<file path="src/inc/adsc_pkg.sv">
// Constants, types and decode helpers of the actuator serial control block
// What this block does
// RULE_01: Sample serial input on rising clock, shift
// RULE_02: Commit frame only after exactly sixteen clocks
// RULE_03: No daisy chain; one select per device
// RULE_04: Select low drives summary; high floats output outside test mode
// RULE_05: First rising edge loads status; falling shifts
// RULE_06: First bit picks input and status register
// RULE_07: Bits one-eight drivers, nine-eleven monitor select
// RULE_08: Valid frame bit fifteen clears both status
// RULE_09: Summary bit is NOR of fault bits
// RULE_10: Over-current bit disables its driver unless its retry is enabled
// RULE_11: Thermal trip floats all drivers until cleared
// RULE_12: Status zero bit fifteen always reads one
// RULE_13: Bit fourteen masks open-load from summary
// RULE_14: Bit thirteen picks retry duty; warning forces low
// RULE_15: Bit twelve latches supply fault off until cleared
// RULE_16: Over/under voltage sets bit fourteen/thirteen
// RULE_17: Never both drivers of one half bridge
// RULE_18: Test mode output source chosen by double requests
// RULE_19: Test mode monitor source chosen by double requests
// RULE_20: Test entry indication; thresholds reduced fourfold
// RULE_21: Clock idle low, rising sample, LSB first
// RULE_22: Monitor select codes map to outputs one-five
// RULE_23: Bit counter cleared at select fall, saturates
package adsc_pkg;

  // Frame and counter sizes
  localparam int unsigned FRAME_BITS_DEF = 16;
  localparam int unsigned CNT_W          = 5;
  localparam int unsigned DRV_N          = 8;
  localparam int unsigned BRIDGE_N       = 3;

  // Control word zero field positions
  localparam int unsigned CW_SEL       = 0;
  localparam int unsigned CW_DRV_LO    = 1;
  localparam int unsigned CW_MON_LO    = 9;
  localparam int unsigned CW_SUP_LATCH = 12;
  localparam int unsigned CW_DUTY      = 13;
  localparam int unsigned CW_OL_MASK   = 14;
  localparam int unsigned CW_CLEAR     = 15;

  // Fault flags zero field positions
  localparam int unsigned FF_SUMMARY = 0;
  localparam int unsigned FF_OC_LO   = 1;
  localparam int unsigned FF_NRDY    = 10;
  localparam int unsigned FF_TWARN   = 11;
  localparam int unsigned FF_TRIP    = 12;
  localparam int unsigned FF_UV      = 13;
  localparam int unsigned FF_OV      = 14;
  localparam int unsigned FF_ONE     = 15;
  // Fault flags one: open-load bits
  localparam int unsigned FF_OL_LO   = 1;

  // Reset values
  localparam logic [15:0] CTRL_RESET  = 16'h0000;
  localparam logic [15:0] FLAGS_RESET = 16'h0000;

  // Internal oscillator timing
  localparam int unsigned CLK_HZ       = 100_000_000;
  localparam int unsigned OSC_HZ       = 2_000_000;
  localparam int unsigned OSC_HALF_CYC = CLK_HZ / (2 * OSC_HZ);
  localparam int unsigned OSC_W        = 5;

  typedef enum logic [1:0] {
    FR_IDLE   = 2'b01,
    FR_ACTIVE = 2'b10
  } adsc_frame_t;

  typedef enum logic [2:0] {
    DO_SUMMARY = 3'h0,
    DO_SERIAL  = 3'h1,
    DO_SCK     = 3'h2,
    DO_OSC     = 3'h3,
    DO_PWM     = 3'h4
  } adsc_do_src_t;

  typedef enum logic [3:0] {
    CM_NONE   = 4'h0,
    CM_OUT1   = 4'h1,
    CM_OUT2   = 4'h2,
    CM_OUT3   = 4'h3,
    CM_OUT4   = 4'h4,
    CM_OUT5   = 4'h5,
    CM_PROBE_A = 4'h6,
    CM_PROBE_B = 4'h7,
    CM_PROBE_C = 4'h8,
    CM_PROBE_D = 4'h9,
    CM_IREF   = 4'hA,
    CM_VBG    = 4'hB
  } adsc_cm_src_t;

  // Events reported by the power stage
  typedef struct packed {
    logic             over_voltage;
    logic             under_voltage;
    logic             thermal_trip;
    logic             temp_warn;
    logic             not_ready;
    logic [DRV_N-1:0] over_current;
    logic [DRV_N-1:0] open_load;
  } adsc_events_t;

  // Both drivers of half bridge k requested
  function automatic logic both_req(input logic [DRV_N-1:0] req,
                                    input int unsigned k);
    return req[2*k] & req[2*k+1];
  endfunction

endpackage

</file>
<file path="src/rtl/adsc_test_mux.sv">
// Test-mode and monitor source selection
`timescale 1ns/1ps
module adsc_test_mux
  import adsc_pkg::*;
(
  // Mode and requests
  input  wire logic             test_mode,
  input  wire logic [DRV_N-1:0] drive_req,
  input  wire logic [2:0]       monitor_sel,
  // Selected sources
  output adsc_do_src_t          do_src,
  output adsc_cm_src_t          cm_src
);

  logic [BRIDGE_N-1:0] dbl;

  always_comb begin
    for (int unsigned k = 0; k < BRIDGE_N; k++) begin
      dbl[k] = both_req(drive_req, k);
    end
  end

  // RULE_18: output source decode
  always_comb begin
    do_src = DO_SUMMARY;
    if (test_mode) begin
      case (dbl)
        3'h1:    do_src = DO_SERIAL;
        3'h2:    do_src = DO_SCK;
        3'h3:    do_src = DO_OSC;
        3'h4:    do_src = DO_PWM;
        default: do_src = DO_SUMMARY;
      endcase
    end
  end

  always_comb begin
    cm_src = CM_NONE;
    if (test_mode) begin
      // RULE_19: monitor test source
      case (dbl)
        3'h1:    cm_src = CM_PROBE_A;
        3'h2:    cm_src = CM_PROBE_B;
        3'h3:    cm_src = CM_PROBE_C;
        3'h4:    cm_src = CM_PROBE_D;
        3'h6:    cm_src = CM_IREF;
        3'h7:    cm_src = CM_VBG;
        default: cm_src = CM_NONE;
      endcase
    end else begin
      // RULE_22: monitor select mapping
      case (monitor_sel)
        3'h0:    cm_src = CM_OUT1;
        3'h1:    cm_src = CM_OUT2;
        3'h2:    cm_src = CM_OUT3;
        3'h3:    cm_src = CM_OUT4;
        3'h4:    cm_src = CM_OUT5;
        default: cm_src = CM_NONE;
      endcase
    end
  end

endmodule

</file>
<file path="src/rtl/adsc_serial_ctrl.sv">
// Serial slave, control and fault registers of the actuator driver
`timescale 1ns/1ps
module adsc_serial_ctrl
  import adsc_pkg::*;
#(
  parameter int unsigned FRAME_BITS = FRAME_BITS_DEF
)(
  // Clock and reset
  input  wire logic             clk,
  input  wire logic             reset,
  // Serial link
  input  wire logic             chip_select_low,
  input  wire logic             sck,
  input  wire logic             serial_in,
  output logic                  serial_out,
  output logic                  serial_out_oe,
  // Power stage status
  input  adsc_events_t          events,
  input  wire logic [DRV_N-1:0] oc_retry_en,
  input  wire logic             pwm,
  input  wire logic             test_entry,
  // Driver and monitor control
  output logic [DRV_N-1:0]      drive_on,
  output logic [15:0]           control_word_one,
  output logic                  overcurrent_retry_duty,
  output logic                  oc_threshold_quarter,
  output adsc_cm_src_t          current_image_out,
  output logic                  fault_summary_bit
);

  if (FRAME_BITS < 2 || FRAME_BITS != 16) begin : g_check
    $error("FRAME_BITS must be 16");
  end

  localparam logic [CNT_W-1:0] CNT_FULL = CNT_W'(FRAME_BITS);
  localparam logic [CNT_W-1:0] CNT_SAT  = CNT_W'(FRAME_BITS + 1);
  localparam logic [OSC_W-1:0] OSC_LAST = OSC_W'(OSC_HALF_CYC - 1);

  // Edge detection
  logic sck_q;
  logic csn_q;
  logic sck_rise;
  logic sck_fall;
  logic csn_fall;
  logic csn_rise;

  // Frame state
  adsc_frame_t      frame;
  adsc_frame_t      next_frame;
  logic [CNT_W-1:0] bit_cnt;
  logic [CNT_W-1:0] next_bit_cnt;
  logic [15:0]      in_shift;
  logic [15:0]      next_in_shift;
  logic [15:0]      out_shift;
  logic [15:0]      next_out_shift;
  logic             out_loaded;
  logic             next_out_loaded;
  logic             reg_sel;
  logic             next_reg_sel;

  // Register file
  logic [15:0] control_word_zero;
  logic [15:0] next_control_word_zero;
  logic [15:0] next_control_word_one;
  logic [15:0] fault_flags_zero;
  logic [15:0] fault_flags_one;
  logic [15:0] flags0_q;
  logic [15:0] next_flags0_q;
  logic [15:0] flags1_q;
  logic [15:0] next_flags1_q;
  logic        commit;
  logic        clear_all;

  // Oscillator and outputs
  logic [OSC_W-1:0] osc_cnt;
  logic [OSC_W-1:0] next_osc_cnt;
  logic             osc;
  logic             next_osc;
  logic             next_serial_out;
  logic             next_serial_out_oe;
  logic [DRV_N-1:0] next_drive_on;
  logic             next_summary;
  logic             next_duty;
  logic             test_mode;
  logic             next_test_mode;
  adsc_do_src_t     do_src;
  adsc_cm_src_t     cm_src;

  assign sck_rise = sck & ~sck_q;
  assign sck_fall = ~sck & sck_q;
  assign csn_fall = ~chip_select_low & csn_q;
  assign csn_rise = chip_select_low & ~csn_q;

  // RULE_02: commit on exact count
  assign commit    = csn_rise && frame == FR_ACTIVE && bit_cnt == CNT_FULL;
  // RULE_08: clear both flag sets
  assign clear_all = commit && in_shift[CW_CLEAR];

  // Frame engine
  always_comb begin
    next_frame      = frame;
    next_bit_cnt    = bit_cnt;
    next_in_shift   = in_shift;
    next_out_shift  = out_shift;
    next_out_loaded = out_loaded;
    next_reg_sel    = reg_sel;
    unique case (frame)
      FR_IDLE: begin
        if (csn_fall) begin
          next_frame      = FR_ACTIVE;
          // RULE_23: counter cleared at start
          next_bit_cnt    = '0;
          next_out_loaded = 1'b0;
        end
      end
      FR_ACTIVE: begin
        if (csn_rise) begin
          next_frame = FR_IDLE;
        end else if (sck_rise) begin
          // RULE_01: LSB-first shift in
          // RULE_21: rising edge sampling
          next_in_shift = {serial_in, in_shift[15:1]};
          // RULE_23: saturating bit count
          if (bit_cnt != CNT_SAT) begin
            next_bit_cnt = bit_cnt + CNT_W'(1);
          end
          if (!out_loaded) begin
            // RULE_06: first bit selects
            next_reg_sel    = serial_in;
            // RULE_05: load selected status
            next_out_shift  = serial_in ? fault_flags_one : fault_flags_zero;
            next_out_loaded = 1'b1;
          end
        end else if (sck_fall && out_loaded) begin
          // RULE_05: shift on falling edge
          next_out_shift = {1'b0, out_shift[15:1]};
        end
      end
    endcase
  end

  always_ff @(posedge clk) begin
    if (reset) begin
      frame      <= FR_IDLE;
      bit_cnt    <= '0;
      in_shift   <= 16'h0000;
      out_shift  <= 16'h0000;
      out_loaded <= 1'b0;
      reg_sel    <= 1'b0;
      sck_q      <= 1'b0;
      csn_q      <= 1'b1;
    end else begin
      frame      <= next_frame;
      bit_cnt    <= next_bit_cnt;
      in_shift   <= next_in_shift;
      out_shift  <= next_out_shift;
      out_loaded <= next_out_loaded;
      reg_sel    <= next_reg_sel;
      sck_q      <= sck;
      csn_q      <= chip_select_low;
    end
  end

  // Control and fault registers
  always_comb begin
    next_control_word_zero = control_word_zero;
    next_control_word_one  = control_word_one;
    if (commit) begin
      // RULE_06: bit zero picks register
      if (reg_sel) begin
        next_control_word_one = in_shift;
      end else begin
        next_control_word_zero = in_shift;
      end
    end
    next_flags0_q = clear_all ? FLAGS_RESET : flags0_q;
    next_flags1_q = clear_all ? FLAGS_RESET : flags1_q;
    // RULE_16: supply faults set flags
    next_flags0_q[FF_OV] = next_flags0_q[FF_OV] | events.over_voltage;
    next_flags0_q[FF_UV] = next_flags0_q[FF_UV] | events.under_voltage;
    next_flags0_q[FF_TRIP] = next_flags0_q[FF_TRIP] | events.thermal_trip;
    next_flags0_q[FF_OC_LO +: DRV_N] =
      next_flags0_q[FF_OC_LO +: DRV_N] | events.over_current;
    next_flags1_q[FF_OL_LO +: DRV_N] =
      next_flags1_q[FF_OL_LO +: DRV_N] | events.open_load;
  end

  always_comb begin
    fault_flags_zero = flags0_q;
    fault_flags_one  = flags1_q;
    fault_flags_zero[FF_TWARN] = events.temp_warn;
    fault_flags_zero[FF_NRDY]  = events.not_ready;
    // RULE_09: summary NOR of fault bits
    // RULE_13: open-load mask
    next_summary = ~(|fault_flags_zero[14:1] |
                     (|fault_flags_one[14:1] &
                      ~control_word_zero[CW_OL_MASK]));
    fault_flags_zero[FF_SUMMARY] = fault_summary_bit;
    fault_flags_one[FF_SUMMARY]  = fault_summary_bit;
    // RULE_12: constant one marker
    fault_flags_zero[FF_ONE] = 1'b1;
  end

  always_ff @(posedge clk) begin
    if (reset) begin
      control_word_zero <= CTRL_RESET;
      control_word_one  <= CTRL_RESET;
      flags0_q          <= FLAGS_RESET;
      flags1_q          <= FLAGS_RESET;
    end else begin
      control_word_zero <= next_control_word_zero;
      control_word_one  <= next_control_word_one;
      flags0_q          <= next_flags0_q;
      flags1_q          <= next_flags1_q;
    end
  end

  // Driver gating
  always_comb begin
    logic [DRV_N-1:0] req;
    logic             supply_off;
    // RULE_07: drive bits from word zero
    req = control_word_zero[CW_DRV_LO +: DRV_N];
    // RULE_15: latched or automatic recovery
    supply_off = events.over_voltage | events.under_voltage |
                 (control_word_zero[CW_SUP_LATCH] &
                  (flags0_q[FF_OV] | flags0_q[FF_UV]));
    // RULE_10: over-current blocks driver without retry enable
    req = req & ~(flags0_q[FF_OC_LO +: DRV_N] & ~oc_retry_en);
    next_drive_on = req;
    // RULE_17: cross-conduction lockout
    for (int unsigned k = 0; k < BRIDGE_N; k++) begin
      if (both_req(req, k)) begin
        next_drive_on[2*k]   = 1'b0;
        next_drive_on[2*k+1] = 1'b0;
      end
    end
    // RULE_11: thermal trip floats all
    // RULE_16: supply fault deactivates
    if (flags0_q[FF_TRIP] || supply_off) begin
      next_drive_on = '0;
    end
    // RULE_14: warning forces low duty
    next_duty = control_word_zero[CW_DUTY] & ~events.temp_warn;
    // RULE_20: test entry indication
    next_test_mode = test_entry;
  end

  // Internal oscillator divider
  always_comb begin
    next_osc_cnt = osc_cnt + OSC_W'(1);
    next_osc     = osc;
    if (osc_cnt == OSC_LAST) begin
      next_osc_cnt = '0;
      next_osc     = ~osc;
    end
  end

  adsc_test_mux i_adsc_test_mux (
    .test_mode   (test_mode),
    .drive_req   (control_word_zero[CW_DRV_LO +: DRV_N]),
    .monitor_sel (control_word_zero[CW_MON_LO +: 3]),
    .do_src      (do_src),
    .cm_src      (cm_src)
  );

  // Serial output source
  always_comb begin
    // RULE_04: enable while selected
    next_serial_out_oe = ~chip_select_low | test_mode;
    next_serial_out    = out_loaded ? out_shift[0] : next_summary;
    if (test_mode) begin
      // RULE_18: test sources on output
      unique case (do_src)
        DO_SUMMARY: next_serial_out = next_summary;
        DO_SERIAL:  next_serial_out = serial_in;
        DO_SCK:     next_serial_out = sck;
        DO_OSC:     next_serial_out = osc;
        DO_PWM:     next_serial_out = pwm;
      endcase
    end
  end

  always_ff @(posedge clk) begin
    if (reset) begin
      osc_cnt                <= '0;
      osc                    <= 1'b0;
      serial_out             <= 1'b0;
      serial_out_oe          <= 1'b0;
      drive_on               <= '0;
      fault_summary_bit      <= 1'b1;
      overcurrent_retry_duty <= 1'b0;
      oc_threshold_quarter   <= 1'b0;
      test_mode              <= 1'b0;
      current_image_out      <= CM_NONE;
    end else begin
      osc_cnt                <= next_osc_cnt;
      osc                    <= next_osc;
      serial_out             <= next_serial_out;
      serial_out_oe          <= next_serial_out_oe;
      drive_on               <= next_drive_on;
      fault_summary_bit      <= next_summary;
      overcurrent_retry_duty <= next_duty;
      // RULE_20: reduced thresholds in test
      oc_threshold_quarter   <= next_test_mode;
      test_mode              <= next_test_mode;
      current_image_out      <= cm_src;
    end
  end

endmodule

</file>
<file path="config.mk">
export PLATFORM = sky130hd
export DESIGN_NAME = adsc_serial_ctrl
export DESIGN_NICKNAME = d
export VERILOG_FILES = /design/src/inc/adsc_pkg.sv /design/src/rtl/adsc_test_mux.sv /design/src/rtl/adsc_serial_ctrl.sv
export SDC_FILE = /design/constraint.sdc
export NUM_CORES = 1
export LEC_CHECK = 0
export ABC_AREA = 1
export CAP_MARGIN = 20
export CORE_UTILIZATION = 40
export DETAILED_ROUTE_END_ITERATION = 10
export DONT_BUFFER_PORTS = 1
export MAX_ROUTING_LAYER = met4
export PLACE_DENSITY = 0.52
export SKIP_CTS_REPAIR_TIMING = 1
export SLEW_MARGIN = 10
export SYNTH_ARGS = -nofsm -noshare
export SYNTH_HDL_FRONTEND = slang
export SYNTH_SLANG_ARGS = --single-unit
</file>
<file path="constraint.sdc">
create_clock -name clk -period 1.4 [get_ports clk]
set_input_delay 0.28 -clock clk [delete_from_list [all_inputs] [get_ports clk]]
set_output_delay 0.28 -clock clk [all_outputs]
set_load 0.05 [all_outputs]
</file>
Word-level counts from Yosys, hierarchy flattened
Cells that the tools add are included.

Bits of input ports: 36. Word-level logic and storage cells: 138. Register bits after elaboration: 116.

$add $sub $neg: 2. Eq/ne operators: 25. Reduce and logical (&&, ||, !) cells: 23. Mux-type cells: 26. Bitwise gates (word level): 38.

Operators by type and width (number): 16-bit two-way mux (4); 4-bit one-hot mux with 6 select lines (1); 5-bit two-way mux (4); 3-bit by 2-bit == test with 1-bit output, second input constant (6); 8-bit AND (2); 8-bit NOT (2); 8-bit OR (2); 3-bit == test, second input constant (5); 15-bit two-way mux (1); 3-bit one-hot mux with 5 select lines (1); 1-bit AND (13); 13-bit OR reduction (1); 3-bit one-hot mux with 4 select lines (1); 4-bit AND reduction (3); 1-bit NOT (11); 5-bit by 1-bit adder with 5-bit output, second input constant (2); 5-bit == test, second input constant (2); 2-bit != test, second input constant (5); 5-bit one-hot mux with 2 select lines (1); 3-bit by 1-bit == test with 1-bit output, second input constant (3); 9-bit two-way mux (1); 3-bit OR reduction (3); 1-bit OR (8); 8-bit OR reduction (1); 18 further kinds (31).

Depth between registers and ports, before layout
Gate-level depths: netlist of the first run.

Depth in word-level cells: 7. Mapped depth: 11. Depth with buffers taken out: 11.

Modules after synthesis
From an unflattened synthesis of the first run, not the netlist that was laid out.

Cell total of the unflattened synthesis: 623. Area total of the unflattened synthesis: 4697.0 um2.

Modules (own cells, without submodules): adsc_serial_ctrl (times used 1, area an instance 4533.1 um2, sequential area each 2302.2 um2, cells each 588); adsc_test_mux (times used 1, area an instance 163.9 um2, sequential area each 0.0 um2, cells each 35).

Worst setup path before layout of the first run
OpenSTA, ideal clock, no wires.

Kind: reg-to-reg. Start: register test_mode. End: register serial_out. Arrival time: 1.431 ns. Setup time: 0.070 ns. Buffers on the path: 1. Required time: 1.330 ns. Cell stages (with the launch flop): 10. Path slack: -0.101 ns. Cell sequence: dfxtp_1 buf_2 nand3_1 nor2_1 nand2_1 nand2_1 nor2_1 nand2_1 nand2_1 a21oi_1.

Cells in the longest elaborated chain, start to end: 4. Elaborated cells between the ends (all ways): 8. Those cells by class: eq/ne (4); mux (3); reduce/logical (1).

RTL lines: from (decl) (RTL line adsc_serial_ctrl.sv:84) `logic test_mode;`; from (signal assigned) (RTL line adsc_serial_ctrl.sv:306) `test_mode <= next_test_mode;`; 3-bit two-way mux (RTL line adsc_test_mux.sv:26) `if (test_mode) begin`; 3-bit == test (tied with other cells) (RTL line adsc_serial_ctrl.sv:274) `unique case (do_src)`; 1-bit one-hot mux with 5 select lines (RTL line adsc_serial_ctrl.sv:274); 1-bit two-way mux (*) (RTL line adsc_serial_ctrl.sv:272) `if (test_mode) begin`; to (signal assigned) (RTL line adsc_serial_ctrl.sv:299) `serial_out <= next_serial_out;`; to (decl) (RTL line adsc_serial_ctrl.sv:15) `output logic serial_out,`.

Every way passes the cells marked *; elsewhere a longest branch is shown, timed or not. A chain may end at the register's enable or synchronous reset.

Worst setup path after layout of the first run
Start: register bit_cnt[0]. End: register control_word_zero[12].

Cells in the longest elaborated chain, start to end: 3.

RTL lines: from (decl) (RTL line adsc_serial_ctrl.sv:50) `logic [CNT_W-1:0] bit_cnt;`; from (signal assigned) (RTL line adsc_serial_ctrl.sv:154) `bit_cnt <= next_bit_cnt;`; 5-bit == test (RTL line adsc_serial_ctrl.sv:95) `assign commit = csn_rise && frame == FR_ACTIVE && bit_cnt == CNT_FULL;`; 1-bit logical AND (RTL line adsc_serial_ctrl.sv:95); 2-bit AND reduction (no line); to (signal assigned) (RTL line adsc_serial_ctrl.sv:211) `control_word_zero <= next_control_word_zero;`; to (decl) (RTL line adsc_serial_ctrl.sv:62) `logic [15:0] control_word_zero;`.

Every way passes these cells.

==> reports/qor.yml, run 1 <==
status:
  outcome: "finished with violations"
  violations: "hold timing, setup timing"
global_route:
  grt.overflow.total: 0
  grt_pass1_wl_um: 17930
  antenna_found_initial: 0
  grt_max_degree: 52
  grt_pass1_vias: 3661
  grt_use_total: 0.2031
yosys:
  yosysTopAreaCell: "dfxtp_1"
  synth_nets: 655
  synth.most_common_cell: "dfxtp_1"
  ys_ff_latch: 115
  ys_seq_area_frac: 0.4909
  synth_cells: 614
  yosysUniqueCellTypes: 36
  yosys_warnings: 0
  synth_top_cells_by_count: "dfxtp_1 (115), a21oi_1 (86), inv_1 (83)"
  synthFlopType: "dfxtp_1"
  synth_edf_count: 0
  syn_area_mm2: 0.004689
  avgSynthCellArea_um2: 7.638
  ys_top_cells_by_area: "dfxtp_1 (49%), a21oi_1 (9.2%), inv_1 (6.6%)"
  synth-async-reset-ratio: 0
  yosys.area.top_type_share: 0.4909
min_path:
  hp-class: "primary input to flop"
  min_path_cells: 1
  min_to: "serial_out_oe$_SDFF_PP0_"
  worstHoldStart: "reset"
clock_tree:
  cts_tree: "yes"
  clock_latency_ns: 0.41
  clk_path_buf_depth: 2
  cts_buffers: 17
  clk_pin_slew_ns: 0.05
  cts-htree-levels: 4
  cts.sinks: 115
  clockRootBuffer: "clkbuf_16"
routing:
  routed_wl_um: 12160
  drcViolationCount: 0
  postRouteAntennaNets: 0
  drtIter0Drc: 250
  post_drt_via_cell_ratio: 5.077
  firstDrtPassIters: 5
  vias: 4148
  wire_per_inst_um: 14.89
sta:
  hold_viol: 44
  rsz0062_at_grt: "true"
  setup_violations: 3
  slew-limit-headroom: 0.6555
  report.final.slew_viol_count: 0
  worst_pin_slew_ns: 0.5160
  fmax_ghz: 0.7110
  worst_slack_ns: -0.006542
  holdWs_ns: -0.06665
  skew_ns: 0.006666
  finalCriticalPeriod_ns: 1.407
  fin_crit_sh: 1.005
finish:
  area_delta_synth_final_pct: 28.07
  fillCellCount: 1106
  drive_gt1_frac: 0.2226
  n_antenna_cell: 0
  final_util: 0.5260
  nNetsFinal: 703
power:
  internal-power_w: 0.006140
  power.switching_w: 0.001797
  p_per_area_mw_per_mm2: 1322
  swShare: 0.2264
  p_seq_frac: 0.435
  comb_power_share: 0.064
  p_leak_nw: 2.493
  power_frac_clock: 0.501
  peakVddDrop_uv: 912.8
critical_path:
  path_max_fanout: 10
  max_stage_delay_ns: 0.32
  end_kind: "flop"
  crit_cells: 7
  crit_type: "flop to flop"
  slowest_stage: "dfxtp_2"
  required_ns: 1.70
  reg2reg_depth: 7
  worst_setup_path_start_kind: "flop"
  path_delay_family: "simple AND/OR/NAND/NOR gates"
  path_cells: "inv_2 > ha_1 > and3_4 > buf_12 > nand3b_4 > o21ai_1 > a21oi_2"
  r2r_end: "control_word_zero[12]$_SDFFE_PP0P_"
  r2r_slack_ns: -0.007
  crit_buf_inv: 2
  worst-endpoint-arrival_ns: 1.70
  regToRegStartpoint: "bit_cnt[0]$_SDFFE_PP0P_"
floorplanning:
  std_cell_rows: 39
  coreArea_mm2: 0.01142
  dieArea_mm2: 0.01216
  die_x_um: 110.3
  die_h_um: 110.3
  start_util: 0.4107
  ioPinCount: 69
place:
  globalplace.congestion: 0.8674
  place_ws_ns: -0.06476
  portBuffers: 0
  dpl.hpwl_um: 7871
run:
  cap_violations: 0
-- layout make-up --
type | instances | area (um^2) | area share
Sequential cell | 115 | 2310 | 0.3846
Multi-Input combinational cell | 387 | 2171 | 0.3615
Clock buffer | 27 | 533.0 | 0.08875
Timing Repair Buffer | 49 | 432.9 | 0.07208
Inverter | 91 | 354.1 | 0.05896
Tap cell | 143 | 178.9 | 0.02979
Clock inverter | 4 | 20.02 | 0.003333
Timing Repair inverter | 1 | 6.256 | 0.001042
-- metal layers --
metal,part of all wire,vias to the layer above,track usage
li1,-,2114,-
met1,0.46,1896,0.2537
met2,0.46,120,0.3137
met3,0.057,18,0.05056
met4,0.018,0,0.08177
met5,0,-,-
-- through the flow --
| stage | area, um^2 | total power, W | hold WS, ns | setup TNS, ns | instances |
|---|---|---|---|---|---|
| floorplan | 4691 | 0.003817 | 0.3575 | 0 | 614 |
| global placement | 5062 | 0.003941 | 0.3561 | -0.5713 | 769 |
| detailed placement | 5062 | 0.003952 | 0.3589 | -1.028 | 769 |
| CTS | 5615 | 0.007952 | -0.08502 | -1.649 | 800 |
| global route | 6006 | 0.008245 | -0.08563 | -1.653 | 817 |
| finish | 6006 | 0.007937 | -0.06665 | -0.007786 | 817 |
-- worst register-to-register path, delay by kind of cell (launching register included) --
kind / cells / cell delay [ns]
simple gates: 2 / 0.39
flops: 1 / 0.32
compound gates: 2 / 0.24
buf+inv: 2 / 0.21
fa+ha+maj: 1 / 0.13
-- logic make-up (layout without fill, tap and decap cells) --
logic type	count (synthesis)	count (layout)	synth area share
AOI/OAI and AO/OA	173	173	0.1900
and+or+nand+nor	199	205	0.1985
adders and majority gates	5	5	0.01334
buffers and inverters	118	172	0.09979
DFF	115	115	0.4909
xor gates and xnor gates	4	4	0.007472
-- registers in the layout, summed over array words and instances (netlist names), 2 cells and up --
register,cells
frame,2
out_shift,16
drive_on,8
osc_cnt,5
control_word_zero,14
control_word_one,16
flags1_q,8
current_image_out,4
bit_cnt,5
flags0_q,11
in_shift,16
-- cells in the final DEF, fill, tap and decap left out, types with 2 or more instances in the layout --
cell type / count
nand3b_1: 6
buf_6: 4
nor2_8: 2
inv_2: 7
nand3_1: 39
o21ai_1: 15
inv_1: 81
a21oi_1: 61
a31oi_1: 2
inv_4: 3
nor2_4: 2
xor2_1: 3
clkbuf_16: 17
o21ai_0: 49
clkinv_2: 4
nor3_1: 5
nor2_1: 67
o22ai_1: 7
nand2_1: 61
nand3_2: 2
dfxtp_1: 109
dfxtp_2: 6
nand3_4: 4
nand3b_4: 2
ha_1: 5
clkbuf_1: 3
clkbuf_8: 7
buf_4: 37
a21oi_2: 25
o21ai_2: 11
dlygate4sd3_1: 5
nor2_2: 4
nand2_2: 5
buf_12: 3
-- power by group through the flow --
stage	combinational, W	sequential [W]	clock [W]
3_5_place_dp	0.000447	0.00350	0
4_1_cts	0.000449	0.00344	0.00406
5_1_grt	0.000575	0.00346	0.00421
3_3_place_gp	0.000438	0.00350	0
2_1_floorplan	0.000313	0.00350	0
6_report	0.000509	0.00345	0.00398
-- worst max path at each step --
| stage | startpoint | slack, ns | end |
|---|---|---|---|
| 3_5_place_dp | bit_cnt[0]$_SDFFE_PP0P_ | -0.06 | control_word_zero[5]$_SDFFE_PP0P_ |
| 5_1_grt | bit_cnt[0]$_SDFFE_PP0P_ | -0.09 | flags1_q[7]$_SDFF_PP0_ |
| 2_1_floorplan | bit_cnt[0]$_SDFFE_PP0P_ | 0.03 | flags0_q[13]$_SDFF_PP0_ |
| 4_1_cts | bit_cnt[0]$_SDFFE_PP0P_ | -0.08 | control_word_zero[5]$_SDFFE_PP0P_ |
| 3_3_place_gp | bit_cnt[0]$_SDFFE_PP0P_ | -0.04 | control_word_zero[6]$_SDFFE_PP0P_ |
| 6_report | bit_cnt[0]$_SDFFE_PP0P_ | -0.007 | control_word_zero[12]$_SDFFE_PP0P_ |
Power figures use the tool's default switching activity.
==> run 2, diff against run 1 <==
--- a/config.mk
+++ b/config.mk
@@ -10,8 +10,9 @@
 export CORE_UTILIZATION = 40
 export DETAILED_ROUTE_END_ITERATION = 10
 export DONT_BUFFER_PORTS = 1
+export GPL_TIMING_DRIVEN = 0
 export MAX_ROUTING_LAYER = met4
-export PLACE_DENSITY = 0.52
+export PLACE_DENSITY = 0.5
 export SKIP_CTS_REPAIR_TIMING = 1
 export SLEW_MARGIN = 10
 export SYNTH_ARGS = -nofsm -noshare
==> constraint.sdc (replaced) <==
create_clock -name clk -period 1.3 [get_ports clk]
set_input_delay 0.26 -clock clk [delete_from_list [all_inputs] [get_ports clk]]
set_output_delay 0.26 -clock clk [all_outputs]
set_load 0.05 [all_outputs]
==> run 2 against run 1 <==
Against the previous run: cell area rose by 13%; largest cell class is now multi-input gates; clock power rose by 5%; non-clock buffer count is 32 higher; global-route usage rose by 1.2 points; maximum frequency shrank 3.3%; critical endpoint is now flags0_q[5]$_SDFF_PP0_; hold slack improved by 0.035 ns; final cell count grew 3.1%; the flow finishes with violations (DRC, hold timing, setup timing); combinational power increased by 53%; highest routed layer unchanged; flip-flop and latch count unchanged; die area unchanged; clock skew barely moved.
==> reports/qor.yml, run 2 (same netlist as run 1, synthesis figures left out) <==
status:
  outcome: "finished with violations"
  violations: "DRC, hold timing, setup timing"
place:
  portBuffers: 0
  globalplace.congestion: 0.8466
  dpl.hpwl_um: 8647
  place_ws_ns: -0.2067
power:
  comb_power_share: 0.090
  p_seq_frac: 0.431
  swShare: 0.2371
  p_leak_nw: 2.643
  p_per_area_mw_per_mm2: 1281
  power.switching_w: 0.002059
  peakVddDrop_uv: 1082
  power_frac_clock: 0.479
  internal-power_w: 0.006624
global_route:
  antenna_found_initial: 0
  grt_pass1_vias: 3787
  grt.overflow.total: 0
  grt_pass1_wl_um: 18620
  grt_use_total: 0.2148
  grt_max_degree: 17
routing:
  post_drt_via_cell_ratio: 5.090
  dr_wl_met2_um: 6044
  wl_met1_um: 6019
  drcViolationCount: 2
  routed_wl_um: 12920
  postRouteAntennaNets: 0
  vias: 4286
  wire_per_inst_um: 15.34
  drtIter0Drc: 175
  wl_met3_um: 644
  highest_layer: "met4"
  firstDrtPassIters: 8
sta:
  finalCriticalPeriod_ns: 1.454
  fin_crit_sh: 1.119
  rsz0062_at_grt: "true"
  hold_viol: 3
  report.final.slew_viol_count: 0
  worst_slack_ns: -0.1543
  holdWs_ns: -0.03124
  fmax_ghz: 0.6876
  tns_ns: -6.485
  worst_pin_slew_ns: 0.8346
  slew-limit-headroom: 0.4436
  setup_violations: 79
  skew_ns: 0.006388
finish:
  final_util: 0.5938
  nNetsFinal: 730
  fillCellCount: 1051
  final_common_cell: "inv_1"
  layout_common_cells: "inv_1 (77), dfxtp_1 (71), nor2_1 (61), a21oi_2 (44), a21oi_1 (41)"
  n_antenna_cell: 0
  drive_gt1_frac: 0.3763
  multiInputGateArea_mm2: 0.002531
  reg_top3: "control_word_one x16, in_shift x16, out_shift x16"
  area_delta_synth_final_pct: 44.58
  seqCellArea_mm2: 0.002367
floorplanning:
  std_cell_rows: 39
  coreArea_mm2: 0.01142
  ioPinCount: 69
  die_h_um: 110.3
  die_x_um: 110.3
  dieArea_mm2: 0.01216
  start_util: 0.4107
critical_path:
  path_max_fanout: 8
  crit_end: "flags0_q[5]$_SDFF_PP0_"
  slowest_stage: "dfxtp_4"
  r2r_end: "flags0_q[5]$_SDFF_PP0_"
  required_ns: 1.58
  regToRegStartpoint: "bit_cnt[0]$_SDFFE_PP0P_"
  r2r_slack_ns: -0.15
  reg2reg_depth: 7
  crit_type: "flop to flop"
  end_kind: "flop"
  crit_start: "bit_cnt[0]$_SDFFE_PP0P_"
  worst-endpoint-arrival_ns: 1.73
  max_stage_delay_ns: 0.36
  worst_setup_path_start_kind: "flop"
  path_cells: "inv_4 > ha_4 > and3_4 > nand3_4 > clkbuf_16 > a21oi_2 > nor2_1"
clock_tree:
  clockRootBuffer: "clkbuf_16"
  cts_tree: "yes"
  cts-htree-levels: 4
  cts_buffers: 17
  clock_latency_ns: 0.41
  clk_path_buf_depth: 2
  clk_pin_slew_ns: 0.05
  cts.sinks: 115
run:
  cap_violations: 0
min_path:
  hp-class: "primary input to flop"
run 2: changes by cell type in the layout (fill, tap and decap cells not counted), moves of 7 or more:
cell	before	now
clkbuf_1	3	15
o21ai_0	49	39
buf_4	37	17
dfxtp_2	6	40
o21ai_2	11	21
buf_6	4	15
dfxtp_1	109	71
a21oi_2	25	44
nand2_1	61	39
a21oi_1	61	41
dlygate4sd3_1	5	20
nand3_1	39	32
nand2_4	1	14
nand2_2	5	12
run 2: power by group through the flow:
stage          sequential, W  clock, W  combinational [W]
2_1_floorplan        0.00377         0           0.000338
3_3_place_gp         0.00379         0           0.000447
3_5_place_dp         0.00380         0           0.000452
4_1_cts              0.00372   0.00423           0.000453
5_1_grt              0.00375   0.00440           0.000853
6_report             0.00374   0.00416           0.000779
run 2: final cells by class:
| cell class | count | share of cell area |
|---|---|---|
| Tap cell | 143 | 0.02639 |
| Buffer | 27 | 0.02953 |
| Clock buffer | 22 | 0.06846 |
| Multi-Input combinational cell | 383 | 0.3733 |
| Timing Repair Buffer | 54 | 0.09098 |
| Clock inverter | 7 | 0.008858 |
| Sequential cell | 115 | 0.3491 |
| Inverter | 91 | 0.05333 |
run 2: critical path: cells and delay by family, from the launching register on:
| kind | cells | cell delay, ns |
|---|---|---|
| compound gates | 1 | 0.10 |
| fa+ha+maj | 1 | 0.11 |
| buf+inv | 2 | 0.30 |
| flops | 1 | 0.36 |
| simple gates | 3 | 0.44 |
run 2: layer usage:
layer	global-route usage	up-vias
met5	-	-
met3	0.05996	17
met4	0.09117	0
li1	-	2167
met2	0.3203	88
met1	0.2721	2014
run 2: through the flow:
stage	power (W)	std cells	hold slack, ns	cell area [um^2]
global route	0.009006	842	0.003361	6780
finish	0.008683	842	-0.03124	6780
floorplan	0.004110	614	0.3375	4711
detailed placement	0.004248	757	0.3701	4890
global placement	0.004239	757	0.3689	4890
CTS	0.008411	786	-0.06647	5414
run 2: worst min path at each step:
stage | slack [ns] | cells after the start | startpoint | endpoint
after floorplan | 0.34 | 1 | events[17] | overcurrent_retry_duty$_SDFF_PP0_
after global placement | 0.37 | 2 | chip_select_low | csn_q$_SDFF_PP1_
after detailed placement | 0.37 | 2 | test_entry | test_mode$_SDFF_PP0_
after CTS | -0.07 | 2 | test_entry | test_mode$_SDFF_PP0_
after global routing | 0.003 | 2 | events[13] | flags0_q[6]$_SDFF_PP0_
final | -0.03 | 2 | events[13] | flags0_q[6]$_SDFF_PP0_
